==> config.mk <==
export PLATFORM = sky130hd
export DESIGN_NAME = wdt_top
export DESIGN_NICKNAME = d
export VERILOG_FILES = /design/src/inc/wdt_pkg.sv /design/src/rtl/wdt_top.sv
export SDC_FILE = /design/constraint.sdc
export NUM_CORES = 1
export LEC_CHECK = 0
export BUFFER_PORTS_ARGS = -buffer_cell sky130_fd_sc_hd__buf_2
export CELL_PAD_IN_SITES_DETAIL_PLACEMENT = 1
export CELL_PAD_IN_SITES_GLOBAL_PLACEMENT = 1
export CORE_ASPECT_RATIO = 0.7
export CORE_UTILIZATION = 36
export CTS_BUF_LIST = sky130_fd_sc_hd__clkbuf_16
export CTS_CLUSTER_SIZE = 40
export DETAILED_ROUTE_END_ITERATION = 10
export HOLD_SLACK_MARGIN = 0.08
export PLACE_DENSITY_LB_ADDON = 0.25
export SYNTH_ARGS = -nofsm -noshare
export SYNTH_HDL_FRONTEND = slang
export SYNTH_SLANG_ARGS = --single-unit
==> constraint.sdc <==
create_clock -name mclk -period 3.1 [get_ports mclk]
set_clock_uncertainty 0.05 [all_clocks]
set_input_delay 0.155 -clock mclk [delete_from_list [all_inputs] [get_ports mclk]]
set_output_delay 0.155 -clock mclk [all_outputs]
set_load 0.02 [all_outputs]
==> src/inc/wdt_pkg.sv <==
// constants, register map and state record of the watchdog timer
// assumes a 100 MHz mclk and a low-frequency tick synchronous to it
package wdt_pkg;
   localparam int          WDT_CLK_HZ      = 100_000_000;
   localparam int          WDT_LF_OSC_HZ   = 31_000;
   localparam int          WDT_BASE_MS     = 1;
   localparam int          WDT_CNT_W       = 24;
   localparam int          WDT_PS_W        = 5;
   localparam int          WDT_IRQ_W       = 2;
   // prescale is (min << code) for legal codes
   localparam logic [23:0] WDT_MIN_PRESCALE = 24'h000020;
   localparam logic [4:0]  WDT_PS_MAX_CODE  = 5'h12;
   localparam logic [4:0]  WDT_PS_RESET     = 5'h0B;
   localparam logic [1:0]  WDT_MODE_ON      = 2'h3;
   localparam logic [1:0]  WDT_MODE_NOSLEEP = 2'h2;
   localparam logic [1:0]  WDT_MODE_SOFT    = 2'h1;
   localparam logic [1:0]  WDT_MODE_OFF     = 2'h0;
   // register byte addresses
   localparam logic [7:0]  WDT_A_CTRL   = 8'h00;
   localparam logic [7:0]  WDT_A_STAT   = 8'h04;
   localparam logic [7:0]  WDT_A_IST    = 8'h08;
   localparam logic [7:0]  WDT_A_IMSK   = 8'h0C;
   localparam logic [7:0]  WDT_A_CNT    = 8'h10;
   // control register fields
   localparam int          WDT_F_SOFTEN = 0;
   localparam int          WDT_F_PS_LO  = 1;
   localparam int          WDT_F_PS_HI  = 5;
   // status register fields
   localparam int          WDT_F_TO     = 0;
   localparam int          WDT_F_PD     = 1;
   localparam int          WDT_F_WATCHDOG_RESET_FLAG   = 2;
   // interrupt bits
   localparam int          WDT_I_AWAKE  = 0;
   localparam int          WDT_I_WAKE   = 1;

   typedef struct packed {
      logic [WDT_PS_W-1:0]  period_select;
      logic                 soft_enable;
      logic [WDT_CNT_W-1:0] cnt;
      logic                 asleep;
      logic                 timeout_flag;
      logic                 powerdown_flag;
      logic                 watchdog_reset_flag;
      logic [WDT_IRQ_W-1:0] ist;
      logic [WDT_IRQ_W-1:0] imsk;
      logic                 rst_req;
      logic                 wake;
      logic                 irq;
      logic                 pready;
      logic                 pslverr;
      logic [31:0]          prdata;
   } wdt_state_t;
endpackage : wdt_pkg

==> src/rtl/wdt_top.sv <==
// watchdog timer: lf-tick prescaler/counter, sleep handling, apb registers
// assumes all inputs synchronous to mclk; lf_tick is one mclk pulse per
// low-frequency oscillator cycle; sleep_enter/wake_event come from the cpu
//
// Our own choices: the APB register port and the address map.
`timescale 1ns/1ps

module wdt_top
   import wdt_pkg::*;
(
   input  wire logic        mclk,
   input  wire logic        sys_rst,
   input  wire logic        ce,
   input  wire logic [1:0]  watchdog_mode_cfg,
   input  wire logic        lf_tick,
   input  wire logic        clear_watchdog_instr,
   input  wire logic        sleep_enter,
   input  wire logic        wake_event,
   input  wire logic        osc_fail,
   input  wire logic        psel,
   input  wire logic        penable,
   input  wire logic        pwrite,
   input  wire logic [7:0]  paddr,
   input  wire logic [31:0] pwdata,
   output logic      [31:0] prdata,
   output logic             pready,
   output logic             pslverr,
   output logic             wdt_reset_req,
   output logic             wake_req,
   output logic             timeout_flag,
   output logic             powerdown_flag,
   output logic             watchdog_reset_flag,
   output logic             irq
);

   wdt_state_t           st_r;
   wdt_state_t           st_nxt;
   logic                 active;
   logic                 clr_any;
   logic                 fire;
   logic [WDT_CNT_W-1:0] limit;
   logic                 wr_acc;
   logic                 rd_acc;
   logic                 mapped;

   always_comb begin
      unique case (watchdog_mode_cfg)
         WDT_MODE_ON:      active = 1'b1;
         WDT_MODE_NOSLEEP: active = !st_r.asleep;
         WDT_MODE_SOFT:    active = st_r.soft_enable;
         WDT_MODE_OFF:     active = 1'b0;
      endcase
   end

   always_comb begin
      if (st_r.period_select > WDT_PS_MAX_CODE) begin
         limit = WDT_MIN_PRESCALE;
      end else begin
         limit = WDT_MIN_PRESCALE << st_r.period_select;
      end
   end

   // clear sources; divider selection is deliberately not one
   assign clr_any = clear_watchdog_instr || osc_fail || !active ||
                    (sleep_enter && !st_r.asleep) ||
                    (wake_event && st_r.asleep);

   // timeout on the tick that reaches the count
   assign fire = ce && lf_tick && !clr_any &&
                 (st_r.cnt == limit - 24'h000001);

   assign mapped = (paddr == WDT_A_CTRL) || (paddr == WDT_A_STAT) ||
                   (paddr == WDT_A_IST)  || (paddr == WDT_A_IMSK) ||
                   (paddr == WDT_A_CNT);
   // a write completes on the edge where pready_r is seen high; read data is taken on the edge before, while it is low
   assign wr_acc = psel && penable && st_r.pready && pwrite;
   assign rd_acc = psel && penable && !st_r.pready && !pwrite;

   always_comb begin
      st_nxt         = st_r;
      st_nxt.rst_req = 1'b0;
      st_nxt.wake    = 1'b0;
      st_nxt.pready  = 1'b0;
      st_nxt.pslverr = 1'b0;

      // counter
      if (clr_any) begin
         st_nxt.cnt = '0;
      end else if (fire) begin
         st_nxt.cnt = '0;
      end else if (lf_tick) begin
         st_nxt.cnt = st_r.cnt + 24'h000001;
      end

      // sleep entry clears, counting resumes from zero
      if (sleep_enter && !st_r.asleep) begin
         st_nxt.asleep         = 1'b1;
         st_nxt.powerdown_flag = 1'b0;
         st_nxt.timeout_flag   = 1'b1;
      end else if (wake_event && st_r.asleep) begin
         st_nxt.asleep = 1'b0;
         st_nxt.wake   = 1'b1;
      end

      if (clear_watchdog_instr && !st_r.asleep) begin
         st_nxt.timeout_flag   = 1'b1;
         st_nxt.powerdown_flag = 1'b1;
      end

      // software side of the registers; set below wins over w1c
      if (wr_acc) begin
         unique case (paddr)
            WDT_A_CTRL: begin
               st_nxt.period_select = pwdata[WDT_F_PS_HI:WDT_F_PS_LO];
               st_nxt.soft_enable   = pwdata[WDT_F_SOFTEN];
            end
            WDT_A_STAT: begin
               if (pwdata[WDT_F_WATCHDOG_RESET_FLAG]) begin
                  st_nxt.watchdog_reset_flag = 1'b0;
               end
            end
            WDT_A_IST:  st_nxt.ist  = st_r.ist & ~pwdata[WDT_IRQ_W-1:0];
            WDT_A_IMSK: st_nxt.imsk = pwdata[WDT_IRQ_W-1:0];
            default:    st_nxt.ist  = st_nxt.ist;
         endcase
      end

      if (fire) begin
         st_nxt.timeout_flag = 1'b0;
         if (st_r.asleep) begin
            st_nxt.asleep          = 1'b0;
            st_nxt.wake            = 1'b1;
            st_nxt.ist[WDT_I_WAKE] = 1'b1;
         end else begin
            st_nxt.rst_req             = 1'b1;
            st_nxt.powerdown_flag      = 1'b1;
            st_nxt.watchdog_reset_flag = 1'b1;
            st_nxt.ist[WDT_I_AWAKE]    = 1'b1;
         end
      end

      // apb answer one cycle into the access phase
      if (psel && penable && !st_r.pready) begin
         st_nxt.pready  = 1'b1;
         st_nxt.pslverr = !mapped;
         st_nxt.prdata  = '0;
         if (rd_acc) begin
            unique case (paddr)
               WDT_A_CTRL: begin
                  st_nxt.prdata[WDT_F_PS_HI:WDT_F_PS_LO] = st_r.period_select;
                  st_nxt.prdata[WDT_F_SOFTEN]            = st_r.soft_enable;
               end
               WDT_A_STAT: begin
                  st_nxt.prdata[WDT_F_TO]   = st_r.timeout_flag;
                  st_nxt.prdata[WDT_F_PD]   = st_r.powerdown_flag;
                  st_nxt.prdata[WDT_F_WATCHDOG_RESET_FLAG] = st_r.watchdog_reset_flag;
               end
               WDT_A_IST:  st_nxt.prdata[WDT_IRQ_W-1:0] = st_r.ist;
               WDT_A_IMSK: st_nxt.prdata[WDT_IRQ_W-1:0] = st_r.imsk;
               WDT_A_CNT:  st_nxt.prdata[WDT_CNT_W-1:0] = st_r.cnt;
               default:    st_nxt.prdata = '0;
            endcase
         end
      end

      st_nxt.irq = |(st_nxt.ist & st_nxt.imsk);
   end

   always_ff @(posedge mclk) begin
      if (sys_rst) begin
         st_r                     <= '0;
         st_r.period_select       <= WDT_PS_RESET;
         st_r.soft_enable         <= 1'b0;
         st_r.timeout_flag        <= 1'b1;
         st_r.powerdown_flag      <= 1'b1;
      end else if (ce) begin
         st_r <= st_nxt;
      end
   end

   assign prdata              = st_r.prdata;
   assign pready              = st_r.pready;
   assign pslverr             = st_r.pslverr;
   assign wdt_reset_req       = st_r.rst_req;
   assign wake_req            = st_r.wake;
   assign timeout_flag        = st_r.timeout_flag;
   assign powerdown_flag      = st_r.powerdown_flag;
   assign watchdog_reset_flag = st_r.watchdog_reset_flag;
   assign irq                 = st_r.irq;
endmodule : wdt_top

==> summary by stage <==
Worst setup path
The worst setup path is launched from a flop. The critical path endpoint category is a flop. The critical path class is flop to flop. At the worst endpoint, the required time is 3.32 ns. The sum of buffers and inverters on the critical path is 6. At the worst endpoint, the arrival time is between 3 and 4 ns. The kind of cell with the highest combined delay along the critical path is compound AO/OA/AOI/OAI gates. For this design, the slowest cell found on the critical path is sky130_fd_sc_hd__dfxtp_4.

The delay of the slowest cell on the worst path is between 0.3 and 0.4 ns. Of all nets on the critical path, the largest fanout is 9. Among the stages of the critical path, the cell type that occurs most often is sky130_fd_sc_hd__buf_6.

Walking the worst path, the cells encountered are buf_6 > a211o_1 > a22o_4 > inv_2 > ha_4 > buf_6 > buf_6 > xor2_2 > xnor2_1 > nor4_1 > and4b_1 > o2111ai_4 > buf_6 > buf_16 > a211o_1 > a21oi_2.

STA
The routed design could run at a clock period as short as 3.20 ns. The final number of hold-violating endpoints is 0. The maximum clock frequency is 312 MHz. Setup repair after global routing could not meet its margin everywhere. The total count of max-transition violations in the final report was 0. The final-report setup violation count is 20.

The post-route setup TNS is -1.41 ns. At the pin with the least slew margin, the transition time is 1.24 ns. The period utilization is 103%. The max-slew headroom at the worst pin is between 10% and 20%. Hold timing on the final database bottoms out at a slack of 0.0973 ns.

In the post-route analysis, the smallest setup slack over all paths is -0.105 ns.

Cells and area
The final net count is between 600 and 700. The area of combinational cells with multiple inputs is 0.00250 mm^2. The ratio of cells with drive above 1 in the final layout is between 20% and 30%. The diode insertion count for antenna repair is 0.

The synthesis-to-layout area growth is 24.1%. The finished layout holds 750 standard cells, fillers aside. Counting the fill cells in the layout gives between 1000 and 1500. The area used by sequential logic in the layout is 0.00135 mm^2.

Detailed routing
The final routed DRC violation total is 0. The detailed router finished its first iteration with about 200 violations. The routed design has 14.1 mm of wire. After detailed routing, the average wire length per cell comes to between 15 and 20 um. For this run, the detailed router's first-pass iteration total came to 7. The detailed router placed 4197 vias in this run. The number of vias per cell is 5.60. The count of nets left with antenna violations after detail routing is 0.

GRT
After global routing the overflow that remains totals 0. The initial antenna violation count is 0. Entering global routing, the biggest net connects 44 pins. The number of global-route vias before repair is between 4000 and 5000. For this run, the total global-route usage over all layers was measured as between 20% and 30%. The first-pass GRT wire length is approximately 22 mm.

Synthesis
The yosys synthesis warning count is 0. The number of instances in the synthesized netlist is 540. The most used flip-flop cell after synthesis is sky130_fd_sc_hd__dfxtp_1. Yosys attributes the largest share of cell area to sky130_fd_sc_hd__dfxtp_1 (32%), sky130_fd_sc_hd__buf_4 (6.8%), sky130_fd_sc_hd__nor2_1 (5.2%). The leading area contributor after synthesis is sky130_fd_sc_hd__dfxtp_1. Synthesis instantiated 73 different standard cells from the library. The share of Yosys cell area claimed by the top area cell type is between 30% and 40%. The average size of a mapped cell is 7.78 um^2.

The synthesized cell area is 0.00420 mm^2. After synthesis, the share of flip-flops with an asynchronous set or reset is 0%. In this run, synthesis inferred 0 flip-flops with an integrated enable.

Of the synthesized area, sequential elements account for 31.9%. After synthesis the netlist holds a flip-flop and latch count of 67.

Place
The congestion estimate from routability-driven global placement came to about 0.91. After legalization and detailed placement, the total HPWL measured between 9 and 10 mm. The count of buffers added on input and output ports is slightly below 60. The total placed cells including tap cells is around 700. The worst slack at placement is -0.133 ns.

Clock network
The deepest level of the CTS H-tree is 3. The worst-skew pair later-pin latency is ~0.34 ns. Counting every sink on the clock net gives 67. The clock transition at the register clock pins on the worst setup and hold paths after CTS is roughly 0.060 ns. In this run, CTS created clock tree buffers numbering 9.

The TritonCTS clock tree is done. The clock passes through at most 2 buffers. The root buffer cell chosen for the clock tree is sky130_fd_sc_hd__clkbuf_16.

Floorplanning
The effective utilization at floorplan is 37.6%. The x dimension of the die is 131 um. The boundary pin count is 93. The height of the die is slightly above 90 um. The floorplan has 32 rows.

The die footprint is approximately 0.012 mm^2. In this run the standard cell core region covers roughly 0.011 mm^2.

Min path
The tightest min-delay check is of the primary input to flop type.

Job
The number of maximum-capacitance constraint violations is 0.

Pwr
Summed over all cells, the static leakage comes to a little under 2 nW. The total power after layout is 2.08 mW. The power density over cell area is around 400 mW/mm^2. IR analysis of the VDD net gives a maximum drop of around 280 uV.

Outcome
The checks that failed: negative setup slack. The run finished, with violations left.
-- power by group --
| group | switching [mW] | total (mW) | internal (mW) |
|---|---|---|---|
| Combinational | 0.0699 | 0.108 | 0.0386 |
| Clock | 0.397 | 1.10 | 0.701 |
| Sequential | 0.00541 | 0.871 | 0.865 |
| Total | 0.472 | 2.08 | 1.60 |
-- stage by stage --
step | cell area, um^2 | utilization (%)
final | 5210 | 46.7
after global routing | 5210 | 46.7
after CTS | 5030 | 45.1
after detailed placement | 4560 | 40.8
after global placement | 4560 | 40.8
after floorplan | 4230 | -
-- cells in the mapped netlist, types with 7 or more instances --
library cell / instances
sky130_fd_sc_hd__a21oi_1: 24
sky130_fd_sc_hd__a22oi_1: 25
sky130_fd_sc_hd__a31oi_1: 7
sky130_fd_sc_hd__buf_4: 38
sky130_fd_sc_hd__clkbuf_1: 28
sky130_fd_sc_hd__dfxtp_1: 67
sky130_fd_sc_hd__inv_1: 17
sky130_fd_sc_hd__mux2i_1: 13
sky130_fd_sc_hd__nand2_1: 55
sky130_fd_sc_hd__nand3_1: 27
sky130_fd_sc_hd__nand4_1: 14
sky130_fd_sc_hd__nor2_1: 58
sky130_fd_sc_hd__nor3_1: 13
sky130_fd_sc_hd__o21ai_0: 21
sky130_fd_sc_hd__or3_1: 7
-- cell usage in the layout, fill, tap and decap left out, drive strengths merged, types with 8 or more instances in the layout --
master and n:
mux2i 13, a22oi 25, o311ai 8, nor3 14
nor2 59, nand3 27, nand4 14, nand2 55
inv 18, o21ai 23, conb 8, dfxtp 67
a21oi 25, buf 103, clkbuf 10
-- kinds of logic after synthesis --
group	synth area share [%]
muxes	3.90
xor gates and xnor gates	2.50
AOI/OAI and AO/OA	22.3
buffers and inverters	12.8
adders and majority gates	0.596
and+or+nand+nor	25.8
DFF	31.9
other	0.0893
-- final cells by class --
type / instances / area share (%)
inverter: 18 / 1.30
sequential: 67 / 25.8
tap: 153 / 3.67
multi-input combinational: 386 / 48.0
clock inverter: 7 / 1.73
timing repair buffer: 110 / 15.2
clock buffer: 9 / 4.32
-- worst register-to-register path, delay by kind of cell, from the launching register on --
family / cells / cell delay, ns
XOR/XNOR: 2 / 0.26
buffers and inverters: 6 / 0.71
AO/OA/AOI/OAI: 5 / 0.98
AND/OR/NAND/NOR: 2 / 0.62
adder cells (fa/ha/maj): 1 / 0.17
flip-flops: 1 / 0.36
-- worst paths after layout --
path | from | to | slack, ns | cells past startpoint
max | st_r[73] | irq | -0.10 | 16
min | sleep_enter | st_r[44] | 0.1 | 3
max reg2reg | st_r[73] | irq | -0.10 | 16
min reg2reg | wdt_reset_req | wdt_reset_req | 0.43 | 2
-- flip-flops by register name, indices dropped and copies added (netlist names) --
name                 cells
st_r                    35
prdata                  24
irq                      1
powerdown_flag           1
pready                   1
pslverr                  1
timeout_flag             1
wake_req                 1
watchdog_reset_flag      1
wdt_reset_req            1
-- per-layer routing --
layer | global-route usage, % | share of wire (%)
met5 | 0 | 0
met4 | 5.46 | 0.84
met3 | 4.27 | 4.8
met2 | 35.0 | 44
met1 | 36.6 | 51
-- repair_timing --
item                       CTS  global route
gates resized for setup     14            33
setup endpoints to repair   30            29
gates cloned                 1             1
setup buffers                2             5
pin swaps                    7            12
hold endpoints to repair     6             0
hold buffers                 6             0
Power figures use the tool's default switching activity.
